File: src/rtl/fifo_flags_consts.svh
// Constants for the dual-port FIFO with flags, mailboxes and parity.
`ifndef FIFO_FLAGS_CONSTS_SVH
`define FIFO_FLAGS_CONSTS_SVH
`define FIFO_DEPTH        64
`define FIFO_WIDTH        36
`define BYTE_BITS         9
`define PTR_BITS          7
`define OFFSET_BITS       5
`define OFFSET_SEL_HH     5'h10
`define OFFSET_SEL_HL     5'h0C
`define OFFSET_SEL_LH     5'h08
`define OFFSET_SEL_LL     5'h04
`define OFFSET_RESET      5'h04
`define FLAG_SKEW_NS      8
`define CLK_PERIOD_NS     8
`define FLAG_SKEW_CYCLES  ((`FLAG_SKEW_NS + `CLK_PERIOD_NS - 1) / `CLK_PERIOD_NS)
`endif

File: src/rtl/fifo_flags_pkg.sv
// Shared types for the dual-port FIFO with flags, mailboxes and parity.
package fifo_flags_pkg;
  // Control pins of one port, sampled together.
  typedef struct packed {
    logic select_n;
    logic dir;
    logic en;
    logic mail_sel;
    logic parity_gen_en;
  } port_ctrl_type;
  // Decoded operation of one port for one port-clock edge.
  typedef struct packed {
    logic fifo_wr;
    logic fifo_rd;
    logic mail_wr;
    logic mail_rd;
  } port_op_type;
endpackage

File: src/rtl/fifo_flags_mailbox.sv
// Dual-port FIFO with synchronized flags, mailbox registers and parity.
// What this block does
// - Empty flag low means empty; FIFO reads are then ignored.
// - Read pointer advances once per word loaded into the output register.
// - A new word needs three read-clock cycles; empty stays low two.
// - Empty flag rises on second read-clock edge after the write.
// - A write too close to a read-clock edge defers synchronization one cycle.
// - Full flag low means no free location; writes are ignored.
// - Write pointer advances once per accepted FIFO write.
// - Freed location writable after three write-clock cycles; full rises second edge.
// - A read too close to a write-clock edge defers synchronization one cycle.
// - Almost-empty low at X or fewer words, high at X+1 or more.
// - Almost-empty rises on second qualifying read-clock edge after the write.
// - Almost-full low at 64-X or more words, high at 64-(X+1) or fewer.
// - Almost-full rises on second qualifying write-clock edge after the read.
// - Mail writes store 36 port bits into the opposite mail register.
// - A mail write drives its flag low; further writes ignored while low.
// - Port B shows FIFO or mail-to-B by select; port A shows mail-to-A.
// - A mail read on the far port sets that mail flag high.
// - Reading a mail register leaves its contents unchanged.
// - Each port checks four 9-bit bytes; error output low on mismatch.
// - During a mail read with parity generation the error output is held high.
// - Writes store all bits; reads may substitute generated byte parity.
// - FIFO parity is generated before the output register is loaded.
// - Reset release loads offset X as 16, 12, 8 or 4 from selects.
// - FIFO write needs select low, write, enable, no mail, not full.
// - FIFO read needs select low, read, enable, no mail, not empty.
// - Reset clears pointers, flags low, almost-full high, mail and parity-error flags high.
`timescale 1ns/1ns
`default_nettype none
`include "fifo_flags_consts.svh"
module fifo_flags_mailbox
  import fifo_flags_pkg::*;
#(
  parameter int DEPTH = `FIFO_DEPTH,
  parameter int WIDTH = `FIFO_WIDTH
) (
  // Clock and reset.
  input  wire logic             sys_clk,
  input  wire logic             rst,
  // Port clocks, sampled as ordinary inputs.
  input  wire logic             write_port_clock,
  input  wire logic             read_port_clock,
  // Port A controls.
  input  wire logic             port_a_select_n,
  input  wire logic             port_a_dir,
  input  wire logic             port_a_en,
  input  wire logic             port_a_mail_sel,
  input  wire logic             port_a_parity_gen_en,
  // Port B controls.
  input  wire logic             port_b_select_n,
  input  wire logic             port_b_dir,
  input  wire logic             port_b_en,
  input  wire logic             port_b_mail_sel,
  input  wire logic             port_b_parity_gen_en,
  // Configuration.
  input  wire logic             parity_odd_sel,
  input  wire logic             offset_sel0,
  input  wire logic             offset_sel1,
  // Port A data pins.
  input  wire logic [WIDTH-1:0] a_data_in,
  output logic      [WIDTH-1:0] a_data_out,
  output logic                  a_data_oe,
  // Port B data pins.
  input  wire logic [WIDTH-1:0] b_data_in,
  output logic      [WIDTH-1:0] b_data_out,
  output logic                  b_data_oe,
  // Flags.
  output logic                  fifo_not_empty_n,
  output logic                  almost_empty_n,
  output logic                  fifo_not_full_n,
  output logic                  almost_full_n,
  output logic                  mail_to_b_flag_n,
  output logic                  mail_to_a_flag_n,
  output logic                  port_a_parity_err_n,
  output logic                  port_b_parity_err_n
);
  localparam int PW = `PTR_BITS;
  localparam int NB = WIDTH / `BYTE_BITS;

  initial begin
    if (DEPTH != (1 << (PW - 1))) $error("fifo_flags_mailbox: DEPTH must match PTR_BITS.");
    if (WIDTH % `BYTE_BITS != 0) $error("fifo_flags_mailbox: WIDTH must be whole bytes.");
  end

  // Generated parity bit for the low eight bits of one byte.
  function automatic logic gen_bit(input logic [7:0] low8, input logic odd);
    gen_bit = odd ? ~(^low8) : (^low8);
  endfunction

  // Replaces the top bit of every byte with generated parity.
  function automatic logic [WIDTH-1:0] with_parity(input logic [WIDTH-1:0] w,
                                                  input logic odd);
    logic [WIDTH-1:0] r;
    r = w;
    for (int i = 0; i < NB; i++) begin
      r[i*9+8] = gen_bit(w[i*9 +: 8], odd);
    end
    with_parity = r;
  endfunction

  // True when any byte has a parity count over all nine bits not matching the sense.
  function automatic logic parity_bad(input logic [WIDTH-1:0] w, input logic odd);
    logic bad;
    bad = 1'b0;
    for (int i = 0; i < NB; i++) begin
      bad = bad | (odd ? (^(~w[i*9 +: 9])) : ~(^(~w[i*9 +: 9])));
    end
    parity_bad = bad;
  endfunction

  // Decodes the control pins of one port for an edge of its clock.
  function automatic port_op_type decode(input port_ctrl_type c);
    port_op_type o;
    o.fifo_wr = ~c.select_n & c.dir & c.en & ~c.mail_sel;
    o.mail_wr = ~c.select_n & c.dir & c.en & c.mail_sel;
    o.fifo_rd = ~c.select_n & ~c.dir & c.en & ~c.mail_sel;
    o.mail_rd = ~c.select_n & ~c.dir & c.en & c.mail_sel;
    decode = o;
  endfunction

  port_ctrl_type           ctrl_a, ctrl_b;
  port_op_type             op_a, op_b;
  logic                    wclk_d_r, rclk_d_r;
  logic                    a_edge, b_edge;
  logic                    wr_acc, rd_acc;
  logic                    buf_in_ready, buf_out_valid;
  logic [WIDTH-1:0]        buf_out_data;
  logic [WIDTH-1:0]        mem [DEPTH];
  logic [PW-2:0]           mem_wptr_r, mem_wptr_nxt;
  logic [PW-1:0]           wptr_r, wptr_nxt;
  logic [PW-1:0]           rptr_r, rptr_nxt;
  logic [PW-1:0]           rsync_r, rsync_nxt;
  logic [PW-1:0]           wsync_r, wsync_nxt;
  logic                    rsync_vld_r, rsync_vld_nxt;
  logic                    full_n_r, full_n_nxt;
  logic                    afull_n_r, afull_n_nxt;
  logic                    empty_n_r, empty_n_nxt;
  logic                    aempty_n_r, aempty_n_nxt;
  logic [PW-1:0]           wfill, rfill;
  logic [`OFFSET_BITS-1:0] x_r, x_nxt;
  logic                    x_loaded_r;
  logic [WIDTH-1:0]        out_reg_r, out_reg_nxt;
  logic [WIDTH-1:0]        mail_b_r, mail_b_nxt;
  logic [WIDTH-1:0]        mail_a_r, mail_a_nxt;
  logic                    mflag_b_r, mflag_b_nxt;
  logic                    mflag_a_r, mflag_a_nxt;
  logic [WIDTH-1:0]        a_out_nxt, b_out_nxt;
  logic                    pea_nxt, peb_nxt;
  logic                    a_gen_rd, b_gen_rd;

  // Port control decode; port clock edges become one-cycle enables.
  always_comb begin
    ctrl_a = '{port_a_select_n, port_a_dir, port_a_en, port_a_mail_sel,
               port_a_parity_gen_en};
    ctrl_b = '{port_b_select_n, port_b_dir, port_b_en, port_b_mail_sel,
               port_b_parity_gen_en};
    op_a   = decode(ctrl_a);
    op_b   = decode(ctrl_b);
    a_edge = write_port_clock & ~wclk_d_r;
    b_edge = read_port_clock & ~rclk_d_r;
    wr_acc = a_edge & op_a.fifo_wr & full_n_r & buf_in_ready;
    rd_acc = b_edge & op_b.fifo_rd & empty_n_r;
  end

  // Accepted words wait here until they are copied into the array.
  two_entry_buffer #(.WIDTH(WIDTH)) wr_buf (
    .sys_clk   (sys_clk),
    .rst       (rst),
    .in_valid  (wr_acc),
    .in_ready  (buf_in_ready),
    .in_data   (a_data_in),
    .out_valid (buf_out_valid),
    .out_ready (mem_wptr_r != rptr_r[PW-2:0] || wptr_r == rptr_r || buf_out_valid),
    .out_data  (buf_out_data)
  );

  // Write side: pointer, read-pointer synchronizer and write-clock flags.
  always_comb begin
    wptr_nxt      = wptr_r + {{(PW-1){1'b0}}, wr_acc};
    mem_wptr_nxt  = mem_wptr_r + {{(PW-2){1'b0}}, buf_out_valid};
    rsync_nxt     = rsync_r;
    rsync_vld_nxt = rsync_vld_r;
    full_n_nxt    = full_n_r;
    afull_n_nxt   = afull_n_r;
    wfill         = wptr_nxt - rsync_r;
    if (a_edge) begin
      // a read in this same cycle is seen one edge later
      rsync_nxt     = rptr_r;
      rsync_vld_nxt = 1'b1;
      // second stage of the full flag
      full_n_nxt    = rsync_vld_r & (wfill != PW'(DEPTH));
      afull_n_nxt   = (wfill <= PW'(DEPTH) - PW'(x_r) - PW'(1));
    end
  end

  // Read side: pointer, output register and read-clock flags.
  always_comb begin
    rptr_nxt     = rptr_r + {{(PW-1){1'b0}}, rd_acc};
    out_reg_nxt  = out_reg_r;
    wsync_nxt    = wsync_r;
    empty_n_nxt  = empty_n_r;
    aempty_n_nxt = aempty_n_r;
    rfill        = wsync_r - rptr_nxt;
    if (rd_acc) begin
      // parity made between array and output register
      out_reg_nxt = port_b_parity_gen_en ? with_parity(mem[rptr_r[PW-2:0]], parity_odd_sel)
                                         : mem[rptr_r[PW-2:0]];
    end
    if (b_edge) begin
      // a write in this same cycle is seen one edge later
      wsync_nxt    = wptr_r;
      // second stage of the empty flag
      empty_n_nxt  = (wsync_r != rptr_nxt);
      aempty_n_nxt = (rfill > PW'(x_r));
    end
  end

  // Mailboxes, offset capture and registered pin outputs.
  always_comb begin
    mail_b_nxt  = mail_b_r;
    mail_a_nxt  = mail_a_r;
    mflag_b_nxt = mflag_b_r;
    mflag_a_nxt = mflag_a_r;
    // a far-side mail read sets the flag
    if (b_edge & op_b.mail_rd) mflag_b_nxt = 1'b1;
    if (a_edge & op_a.mail_rd) mflag_a_nxt = 1'b1;
    // store only while the flag is high
    if (a_edge & op_a.mail_wr & mflag_b_r) begin
      mail_b_nxt  = a_data_in;
      mflag_b_nxt = 1'b0;
    end
    if (b_edge & op_b.mail_wr & mflag_a_r) begin
      mail_a_nxt  = b_data_in;
      mflag_a_nxt = 1'b0;
    end
    // offset preset taken at the first edge after reset release
    case ({offset_sel1, offset_sel0})
      2'h3:    x_nxt = `OFFSET_SEL_HH;
      2'h2:    x_nxt = `OFFSET_SEL_HL;
      2'h1:    x_nxt = `OFFSET_SEL_LH;
      default: x_nxt = `OFFSET_SEL_LL;
    endcase
    if (x_loaded_r) x_nxt = x_r;
    // output selection with optional parity substitution
    a_out_nxt = port_a_parity_gen_en ? with_parity(mail_a_r, parity_odd_sel) : mail_a_r;
    if (port_b_mail_sel) begin
      b_out_nxt = port_b_parity_gen_en ? with_parity(mail_b_r, parity_odd_sel) : mail_b_r;
    end else begin
      b_out_nxt = out_reg_r;
    end
    a_gen_rd = op_a.mail_rd & port_a_parity_gen_en;
    b_gen_rd = op_b.mail_rd & port_b_parity_gen_en;
    // checking, held high while the trees generate
    pea_nxt = a_gen_rd | ~parity_bad(a_data_in, parity_odd_sel);
    peb_nxt = b_gen_rd | ~parity_bad(b_data_in, parity_odd_sel);
  end

  // Array write from the buffer head.
  always_ff @(posedge sys_clk) begin
    if (buf_out_valid) mem[mem_wptr_r] <= buf_out_data;
  end

  // State registers for all groups.
  always_ff @(posedge sys_clk or posedge rst) begin
    if (rst) begin
      wclk_d_r            <= 1'b1; // Held high so a high pin gives no false edge.
      rclk_d_r            <= 1'b1;
      wptr_r              <= '0;
      rptr_r              <= '0;
      mem_wptr_r          <= '0;
      rsync_r             <= '0;
      wsync_r             <= '0;
      rsync_vld_r         <= 1'b0;
      full_n_r            <= 1'b0;
      afull_n_r           <= 1'b1;
      empty_n_r           <= 1'b0;
      aempty_n_r          <= 1'b0;
      out_reg_r           <= '0;
      mail_b_r            <= '0;
      mail_a_r            <= '0;
      mflag_b_r           <= 1'b1;
      mflag_a_r           <= 1'b1;
      x_r                 <= `OFFSET_RESET;
      x_loaded_r          <= 1'b0;
      a_data_out          <= '0;
      b_data_out          <= '0;
      port_a_parity_err_n <= 1'b1;
      port_b_parity_err_n <= 1'b1;
    end else begin
      wclk_d_r            <= write_port_clock;
      rclk_d_r            <= read_port_clock;
      wptr_r              <= wptr_nxt;
      rptr_r              <= rptr_nxt;
      mem_wptr_r          <= mem_wptr_nxt;
      rsync_r             <= rsync_nxt;
      wsync_r             <= wsync_nxt;
      rsync_vld_r         <= rsync_vld_nxt;
      full_n_r            <= full_n_nxt;
      afull_n_r           <= afull_n_nxt;
      empty_n_r           <= empty_n_nxt;
      aempty_n_r          <= aempty_n_nxt;
      out_reg_r           <= out_reg_nxt;
      mail_b_r            <= mail_b_nxt;
      mail_a_r            <= mail_a_nxt;
      mflag_b_r           <= mflag_b_nxt;
      mflag_a_r           <= mflag_a_nxt;
      x_r                 <= x_nxt;
      x_loaded_r          <= 1'b1;
      a_data_out          <= a_out_nxt;
      b_data_out          <= b_out_nxt;
      port_a_parity_err_n <= pea_nxt;
      port_b_parity_err_n <= peb_nxt;
    end
  end

  // Pin drive and flag outputs.
  assign a_data_oe        = ~port_a_select_n & ~port_a_dir;
  assign b_data_oe        = ~port_b_select_n & ~port_b_dir;
  assign fifo_not_empty_n = empty_n_r;
  assign almost_empty_n   = aempty_n_r;
  assign fifo_not_full_n  = full_n_r;
  assign almost_full_n    = afull_n_r;
  assign mail_to_b_flag_n = mflag_b_r;
  assign mail_to_a_flag_n = mflag_a_r;
endmodule
`default_nettype wire

File: src/rtl/two_entry_buffer.sv
// Two-entry valid/ready buffer that absorbs one stall of its sink.
`timescale 1ns/1ns
`default_nettype none
module two_entry_buffer
  import fifo_flags_pkg::*;
#(
  parameter int WIDTH = 36
) (
  // Clock and reset.
  input  wire logic             sys_clk,
  input  wire logic             rst,
  // Filling side.
  input  wire logic             in_valid,
  output logic                  in_ready,
  input  wire logic [WIDTH-1:0] in_data,
  // Draining side.
  output logic                  out_valid,
  input  wire logic             out_ready,
  output logic      [WIDTH-1:0] out_data
);
  logic [WIDTH-1:0] slot_r [2];
  logic [WIDTH-1:0] slot_nxt [2];
  logic [1:0]       cnt_r;
  logic [1:0]       cnt_nxt;
  logic             push;
  logic             pop;

  initial begin
    if (WIDTH < 1) $error("two_entry_buffer: WIDTH must be positive.");
  end

  // Head is slot 0; a pop shifts slot 1 down, a push fills the first free slot.
  always_comb begin
    in_ready  = (cnt_r != 2'h2);
    out_valid = (cnt_r != 2'h0);
    out_data  = slot_r[0];
    push      = in_valid & in_ready;
    pop       = out_valid & out_ready;
    slot_nxt  = slot_r;
    cnt_nxt   = cnt_r;
    if (pop) begin
      slot_nxt[0] = slot_r[1];
    end
    if (push) begin
      if (pop) begin
        slot_nxt[cnt_r - 2'h2 == 2'h0 ? 1 : 0] = in_data;
      end else begin
        slot_nxt[cnt_r[0]] = in_data;
      end
    end
    cnt_nxt = cnt_r + {1'b0, push} - {1'b0, pop};
  end

  // State registers.
  always_ff @(posedge sys_clk or posedge rst) begin
    if (rst) begin
      cnt_r     <= 2'h0;
      slot_r[0] <= '0;
      slot_r[1] <= '0;
    end else begin
      cnt_r  <= cnt_nxt;
      slot_r <= slot_nxt;
    end
  end
endmodule
`default_nettype wire

File: config.mk
export PLATFORM = sky130hd
export DESIGN_NAME = fifo_flags_mailbox
export DESIGN_NICKNAME = d
export VERILOG_FILES = /design/src/rtl/fifo_flags_pkg.sv /design/src/rtl/fifo_flags_mailbox.sv /design/src/rtl/two_entry_buffer.sv
export VERILOG_INCLUDE_DIRS = /design/src /design/src/rtl
export SDC_FILE = /design/constraint.sdc
export NUM_CORES = 2
export LEC_CHECK = 0
export BUFFER_PORTS_ARGS = -buffer_cell sky130_fd_sc_hd__buf_2
export CORE_ASPECT_RATIO = 0.75
export CORE_UTILIZATION = 54
export CTS_CLUSTER_SIZE = 25
export DETAILED_ROUTE_END_ITERATION = 8
export PLACE_DENSITY_LB_ADDON = 0.08
export REMOVE_ABC_BUFFERS = 1
export SYNTH_ARGS = -nofsm -noshare
export SYNTH_HDL_FRONTEND = slang
export SYNTH_SLANG_ARGS = --single-unit
export TNS_END_PERCENT = 50
File: constraint.sdc
create_clock -name sys_clk -period 11.5 [get_ports sys_clk]
set_clock_uncertainty 0.05 [all_clocks]
set_input_delay 0 -clock sys_clk [delete_from_list [all_inputs] [get_ports sys_clk]]
set_output_delay 0 -clock sys_clk [all_outputs]
set_load 0.02 [all_outputs]
# Yosys cells after proc, flatten, opt, wreduce, memory -nomap -nowiden
# Memories as Yosys holds them, arrays and structs flattened.
# Cells that the tools add are included.
# totals
elab_cells	200
ram_bits	2304
output_inout_bits	82
mem_bits_ro	0
latch_bits	0
reg_bits	305
inputBits	89
n_memories	1
# memory_table
name	words	width	read_ports	rd_ports_with_merged_regs	wr	line	text
mem	64	36	1	0	1	fifo_flags_mailbox.sv:129	logic [WIDTH-1:0] mem [DEPTH];
# classes
eq_ne	8
n_reduce_logical	28
n_mux	41
n_mul	0
order_cmp	6
div_mod_pow	0
bitwise_logic	80
addsub	10
n_shift	0
# op_table
operator	count
two-way mux 36 bit	7
bitwise mux 72 bit	2
two-way mux 72 bit	2
XOR reduction 8 bit	12
demux 36 bit (select 1 bit)	2
NOT 9 bit	8
XOR reduction 9 bit	8
AND 1 bit	32
>= comparator 32 x 2 -> 1 bit (second input constant)	1
less-than comparator 32 x 1 -> 1 bit (second input constant)	1
NOT 32 bit	1
NOT 1 bit	30
two-way mux 1 bit	27
case mux 5 bit (3 select lines)	1
adder 7 x 1 -> 7 bit	2
subtractor 7 bit	2
OR 1 bit	8
== test 7 bit	1
greater-than comparator 7 x 5 -> 1 bit	1
less-or-equal comparator 7 bit	1
!= test 7 bit	1
!= test 7 bit (second input constant)	1
subtractor 7 x 1 -> 7 bit (second input constant)	1
subtractor 7 x 5 -> 7 bit (first input constant)	1
other kinds (15)	20

# Logic depth before layout (Yosys ltp)
# logic_depth
word_depth	11
depth_mapped	21
ltp_nobuf	18

# Hierarchy
# From an unflattened synthesis, not the netlist that was laid out.
# unflattened
hier_cells	4713
area_unflattened_um2	102304.4
# modules_own_cells
mod	area_per_inst_um2	cells_each	seq_area_each_um2	n_inst
fifo_flags_mailbox	98729.7	4466	74926.9	1
two_entry_buffer	3574.7	247	1851.8	1

# Worst setup path after synthesis
# Ideal clock, no wire load.
# synth_path
path_kind	register to register
startpoint	register rclk_d_r
endpoint	register aempty_n_r (netlist: almost_empty_n)
setup_ps	118
required_time_ps	11332
period_less_slack_ps	3948
arrival_ps	3780
n_path_buf	2
stages_incl_launch_ff	20
slack_ps	7552
path_cell_list	dfstp_2 nand2b_1 nor3_1 nand4b_1 clkbuf_1 clkinv_1 clkbuf_1 ha_1 ha_1 inv_1 fa_1 o21ai_0 nand2_1 a21o_1 xor2_1 ha_1 nand4_1 o22ai_1 a31oi_1 a21o_1
# synth_between
elab_chain_cells	7
# synth_lines
item	line	text
from (decl)	fifo_flags_mailbox.sv:124	logic wclk_d_r, rclk_d_r;
from (signal assigned)	fifo_flags_mailbox.sv:292	rclk_d_r <= read_port_clock;
NOT 1 bit	fifo_flags_mailbox.sv:161	b_edge = read_port_clock & ~rclk_d_r;
AND 1 bit	fifo_flags_mailbox.sv:161	
AND 1 bit (2 in a row)	fifo_flags_mailbox.sv:163	rd_acc = b_edge & op_b.fifo_rd & empty_n_r;
via rd_acc	fifo_flags_mailbox.sv:126	logic wr_acc, rd_acc;
adder 7 x 1 -> 7 bit	fifo_flags_mailbox.sv:199	rptr_nxt = rptr_r + {{(PW-1){1'b0}}, rd_acc};
via rptr_nxt[1]	fifo_flags_mailbox.sv:132	logic [PW-1:0] rptr_r, rptr_nxt;
subtractor 7 bit	fifo_flags_mailbox.sv:204	rfill = wsync_r - rptr_nxt;
greater-than comparator 7 x 5 -> 1 bit	fifo_flags_mailbox.sv:215	aempty_n_nxt = (rfill > PW'(x_r));
to (signal assigned)	fifo_flags_mailbox.sv:302	aempty_n_r <= aempty_n_nxt;
to (decl)	fifo_flags_mailbox.sv:139	logic aempty_n_r, aempty_n_nxt;
# The timed path passes the listed nets, and every way through them passes these cells.
# A chain may end at the register's enable or synchronous reset.

# Worst setup path after layout
# layout_path
startpoint	register rptr_r[0]
endpoint	register out_reg_r[35]
# layout_between
elab_chain_cells	5
# layout_lines
item	line	text
from (decl)	fifo_flags_mailbox.sv:132	
from (signal assigned)	fifo_flags_mailbox.sv:294	rptr_r <= rptr_nxt;
memory (64 x 36 bit) (*)	-	
XOR reduction 8 bit	fifo_flags_mailbox.sv:88	gen_bit = odd ? ~(^low8) : (^low8);
NOT 1 bit	fifo_flags_mailbox.sv:88	
two-way mux 1 bit	fifo_flags_mailbox.sv:88	
two-way mux 36 bit (*)	fifo_flags_mailbox.sv:207	out_reg_nxt = port_b_parity_gen_en ? with_parity(mem[rptr_r[PW-2:0]], parity_odd_sel)
to (signal assigned)	fifo_flags_mailbox.sv:303	out_reg_r <= out_reg_nxt;
to (decl)	fifo_flags_mailbox.sv:143	logic [WIDTH-1:0] out_reg_r, out_reg_nxt;
# Mark *: on every way between the ends. The rest lies on a longest branch, timed or not.

==> run_results.csv <==
group,metric,value,unit
pwr,powerDensity,190,nW/um2
detailed_routing,wirelength,273,mm
detailed_routing,first_pass_iters,7,
sta,drv_slew,0,
global_routing,grt_overflow,0,
layout,layout-drive-gt1-share,0.244,
detailed_routing,routed_via_density,6.35,
die,core_area,186000,um2
yosys,synth_top_area_cell,"edfxtp_1",
run,maxCapViolCount,0,
global_routing,grt_pass1_vias,51500,
clocking,root_buffer,"clkbuf_16",
yosys,synthesis.instances,5035,
placed_design,hpwl,146,mm
clocking,clock_sinks,2607,
clocking,cts-resized-gates,0,
yosys,synth_edf_count,2304,
layout,fin_util,0.621,
sta,timing.slew.headroom,0.101,
pwr,peakVddDrop,0.000170,V
clocking,cts_tree,"built",
yosys,synth_area_per_cell,20.2,um2
yosys,synth.top_cell.area_share,0.682,
placed_design,port_buffers,170,
yosys,synthTopCellsByArea,"edfxtp_1 (68%), mux4_2 (12%), dfrtp_1 (7.3%), mux2i_1 (2.4%), nand2_1 (1.2%)",
sta,rsz0062_at_grt,"false",
die,die_h,377,um
die,num_rows,137,
layout,stdcell_count,8227,
sta,setup_viol,0,
detailed_routing,drc,0,
sta,layout_setup_ws,5.65,ns
die,die_area,190000,um2
die,initial_utilization,0.545,
placed_design,post-place-ws,5.80,ns
clocking,cts_buffers,234,
yosys,yosys_warnings,0,
clocking,htreeDepth,4,
yosys,syn_area,101000,um2
layout,area_delta_synth_final,13.9,%
detailed_routing,drt_iter0_markers,6366,
clocking,cts_max_path_buffers,3,
detailed_routing,routedWlPerCell,33.2,um
critical_path,crit_path_end_kind,"flip-flop",
critical_path,path_max_fanout,88,
critical_path,worstSetupPathType,"flip-flop to flip-flop",
detailed_routing,vias,52200,
global_routing,grtUsageTotal,0.292,
layout,mostFrequentLayoutCell,"edfxtp_1",
die,io_pins,171,
worst_hold_path,hold_class,"input pin to flip-flop",
critical_path,start_kind,"flip-flop",
die,die_w,503,um
sta,fmax,171,MHz
critical_path,crit_start,"rptr_r[0]",
sta,min_period,5.85,ns
critical_path,crit_arrival,6.52,ns
detailed_routing,antenna_left,0,
yosys,synthArstFlopShare,0.116,
critical_path,r2r-start,"rptr_r[0]",
placed_design,dp_cells,7542,
layout,fin_area,116000,um2
layout,nets,5636,
placed_design,gp_congestion,0.805,
global_routing,grt_max_degree,138,
sta,finalHoldViolCount,0,
clocking,insertion_delay,0.85,ns
outcome,run_status,"finished, final reports clean",
global_routing,antenna_found_initial,2,
global_routing,grt_pass1_wl,388,mm
yosys,yosys_register_bits,2607,
yosys,synth_ff_type,"edfxtp_1",
yosys,ys_seq_area_frac,0.756,
clocking,clk_pin_slew,0.06,ns
sta,fin_crit_sh,0.509,
worst_hold_path,hp-start,"a_data_in[34]",
critical_path,worstPathRequired,12.17,ns
placed_design,place_area,106000,um2
yosys,ys_types,73,
pwr,cellLeakagePower,0.0379,uW
sta,worstMarginPinSlew,1.34,ns
layout,mostFrequentLayoutCells,"edfxtp_1 (2304), mux4_2 (538), nand2_1 (313), dfrtp_1 (253), dlygate4sd3_1 (243)",
repair_timing:
item / in CTS / in global routing
buffers inserted: 0 / 0
endpoints found under the hold margin: 322 / 0
hold buffers: 243 / 0
final timing paths:
check	end	slack [ns]	cells past startpoint
worst max-delay path	out_reg_r[35]	5.65	11
worst min-delay path	wr_buf.out_data[34]	0.07	4
worst max register to register	out_reg_r[35]	5.65	11
worst min register to register	flip-flop	0.33	0
max in group asynchronous	rptr_r[0]	8.77	6
min in group asynchronous	mail_a_r[6]	0.51	4
critical path: stages, from the launching register on:
cell and delay (ns):
dfrtp_4 0.88, buf_4 0.76, buf_12 0.59, mux4_2 0.60, mux4_2 0.48, nor2b_1 0.15, a211oi_1 1.11, xnor2_1 0.21
xnor2_1 0.20, xnor2_1 0.33, xnor2_1 0.17, o21ai_1 0.08
report_power, final:
group	total, uW	switching, uW	internal [uW]
Clock	7850	3470	4390
Sequential	11800	608	11200
Combinational	2330	1260	1070
Total	22000	5340	16700
synthesized netlist by cell type (47+ instances only):
cell	n
clkbuf_1	149
mux4_2	538
nand2_1	314
o22ai_1	55
o21ai_0	55
mux2_2	93
edfxtp_1	2304
dfrtp_1	295
xnor2_1	132
mux2i_1	240
nor2_1	162
o221ai_1	83
a31oi_1	47
a21oi_1	66
xor2_1	55
buf_2	55
layer usage:
| metal | up-vias | track usage | share of wire |
|---|---|---|---|
| li1 | 21300 | - | - |
| met1 | 28200 | 0.439 | 0.42 |
| met2 | 2372 | 0.446 | 0.47 |
| met3 | 352 | 0.0592 | 0.088 |
| met4 | 2 | 0.0622 | 0.021 |
| met5 | - | 0 | 0.000048 |
cell type report:
type                       count  area (um2)
fill                       12900       70700
clock inverter               117        1240
clock buffer                 319        6390
tap                         2502        3130
inverter                      27         116
timing repair buffer         550        4400
multi-input combinational   2099       23500
sequential                  2607       76800
antenna                        6        15.0
state kept, by name, indices dropped and copies added (netlist names), 2 cells and up, named ones only:
register,flops
mem_wptr_r,6
b_data_out,36
out_reg_r,36
mail_b_r,36
a_data_out,36
wsync_r,7
rsync_r,7
mail_a_r,36
wr_buf.cnt_r,2
x_r,3
wptr_r,7
mem,2304
wr_buf.out_data,36
rptr_r,7
metrics by stage:
stage	total power, uW	hold WS (ns)	TNS, ns
floorplan	14900	-0.0455	-693.32
global placement	14200	0.0677	0
detailed placement	14300	0.0724	0
CTS	22100	0.0134	0
global route	22700	0.0179	0
finish	22000	0.0729	0
logic make-up after synthesis:
| logic type | count (synthesis) | share of synthesized area |
|---|---|---|
| flops | 2607 | 0.756 |
| mux | 871 | 0.153 |
| simple gates | 599 | 0.0250 |
| compound gates | 409 | 0.0274 |
| buf+inv | 329 | 0.0172 |
| xor+xnor | 190 | 0.0168 |
| fa+ha+maj | 29 | 0.00370 |
| other cells | 1 | 0.0000369 |
Power figures use the tool's default switching activity.
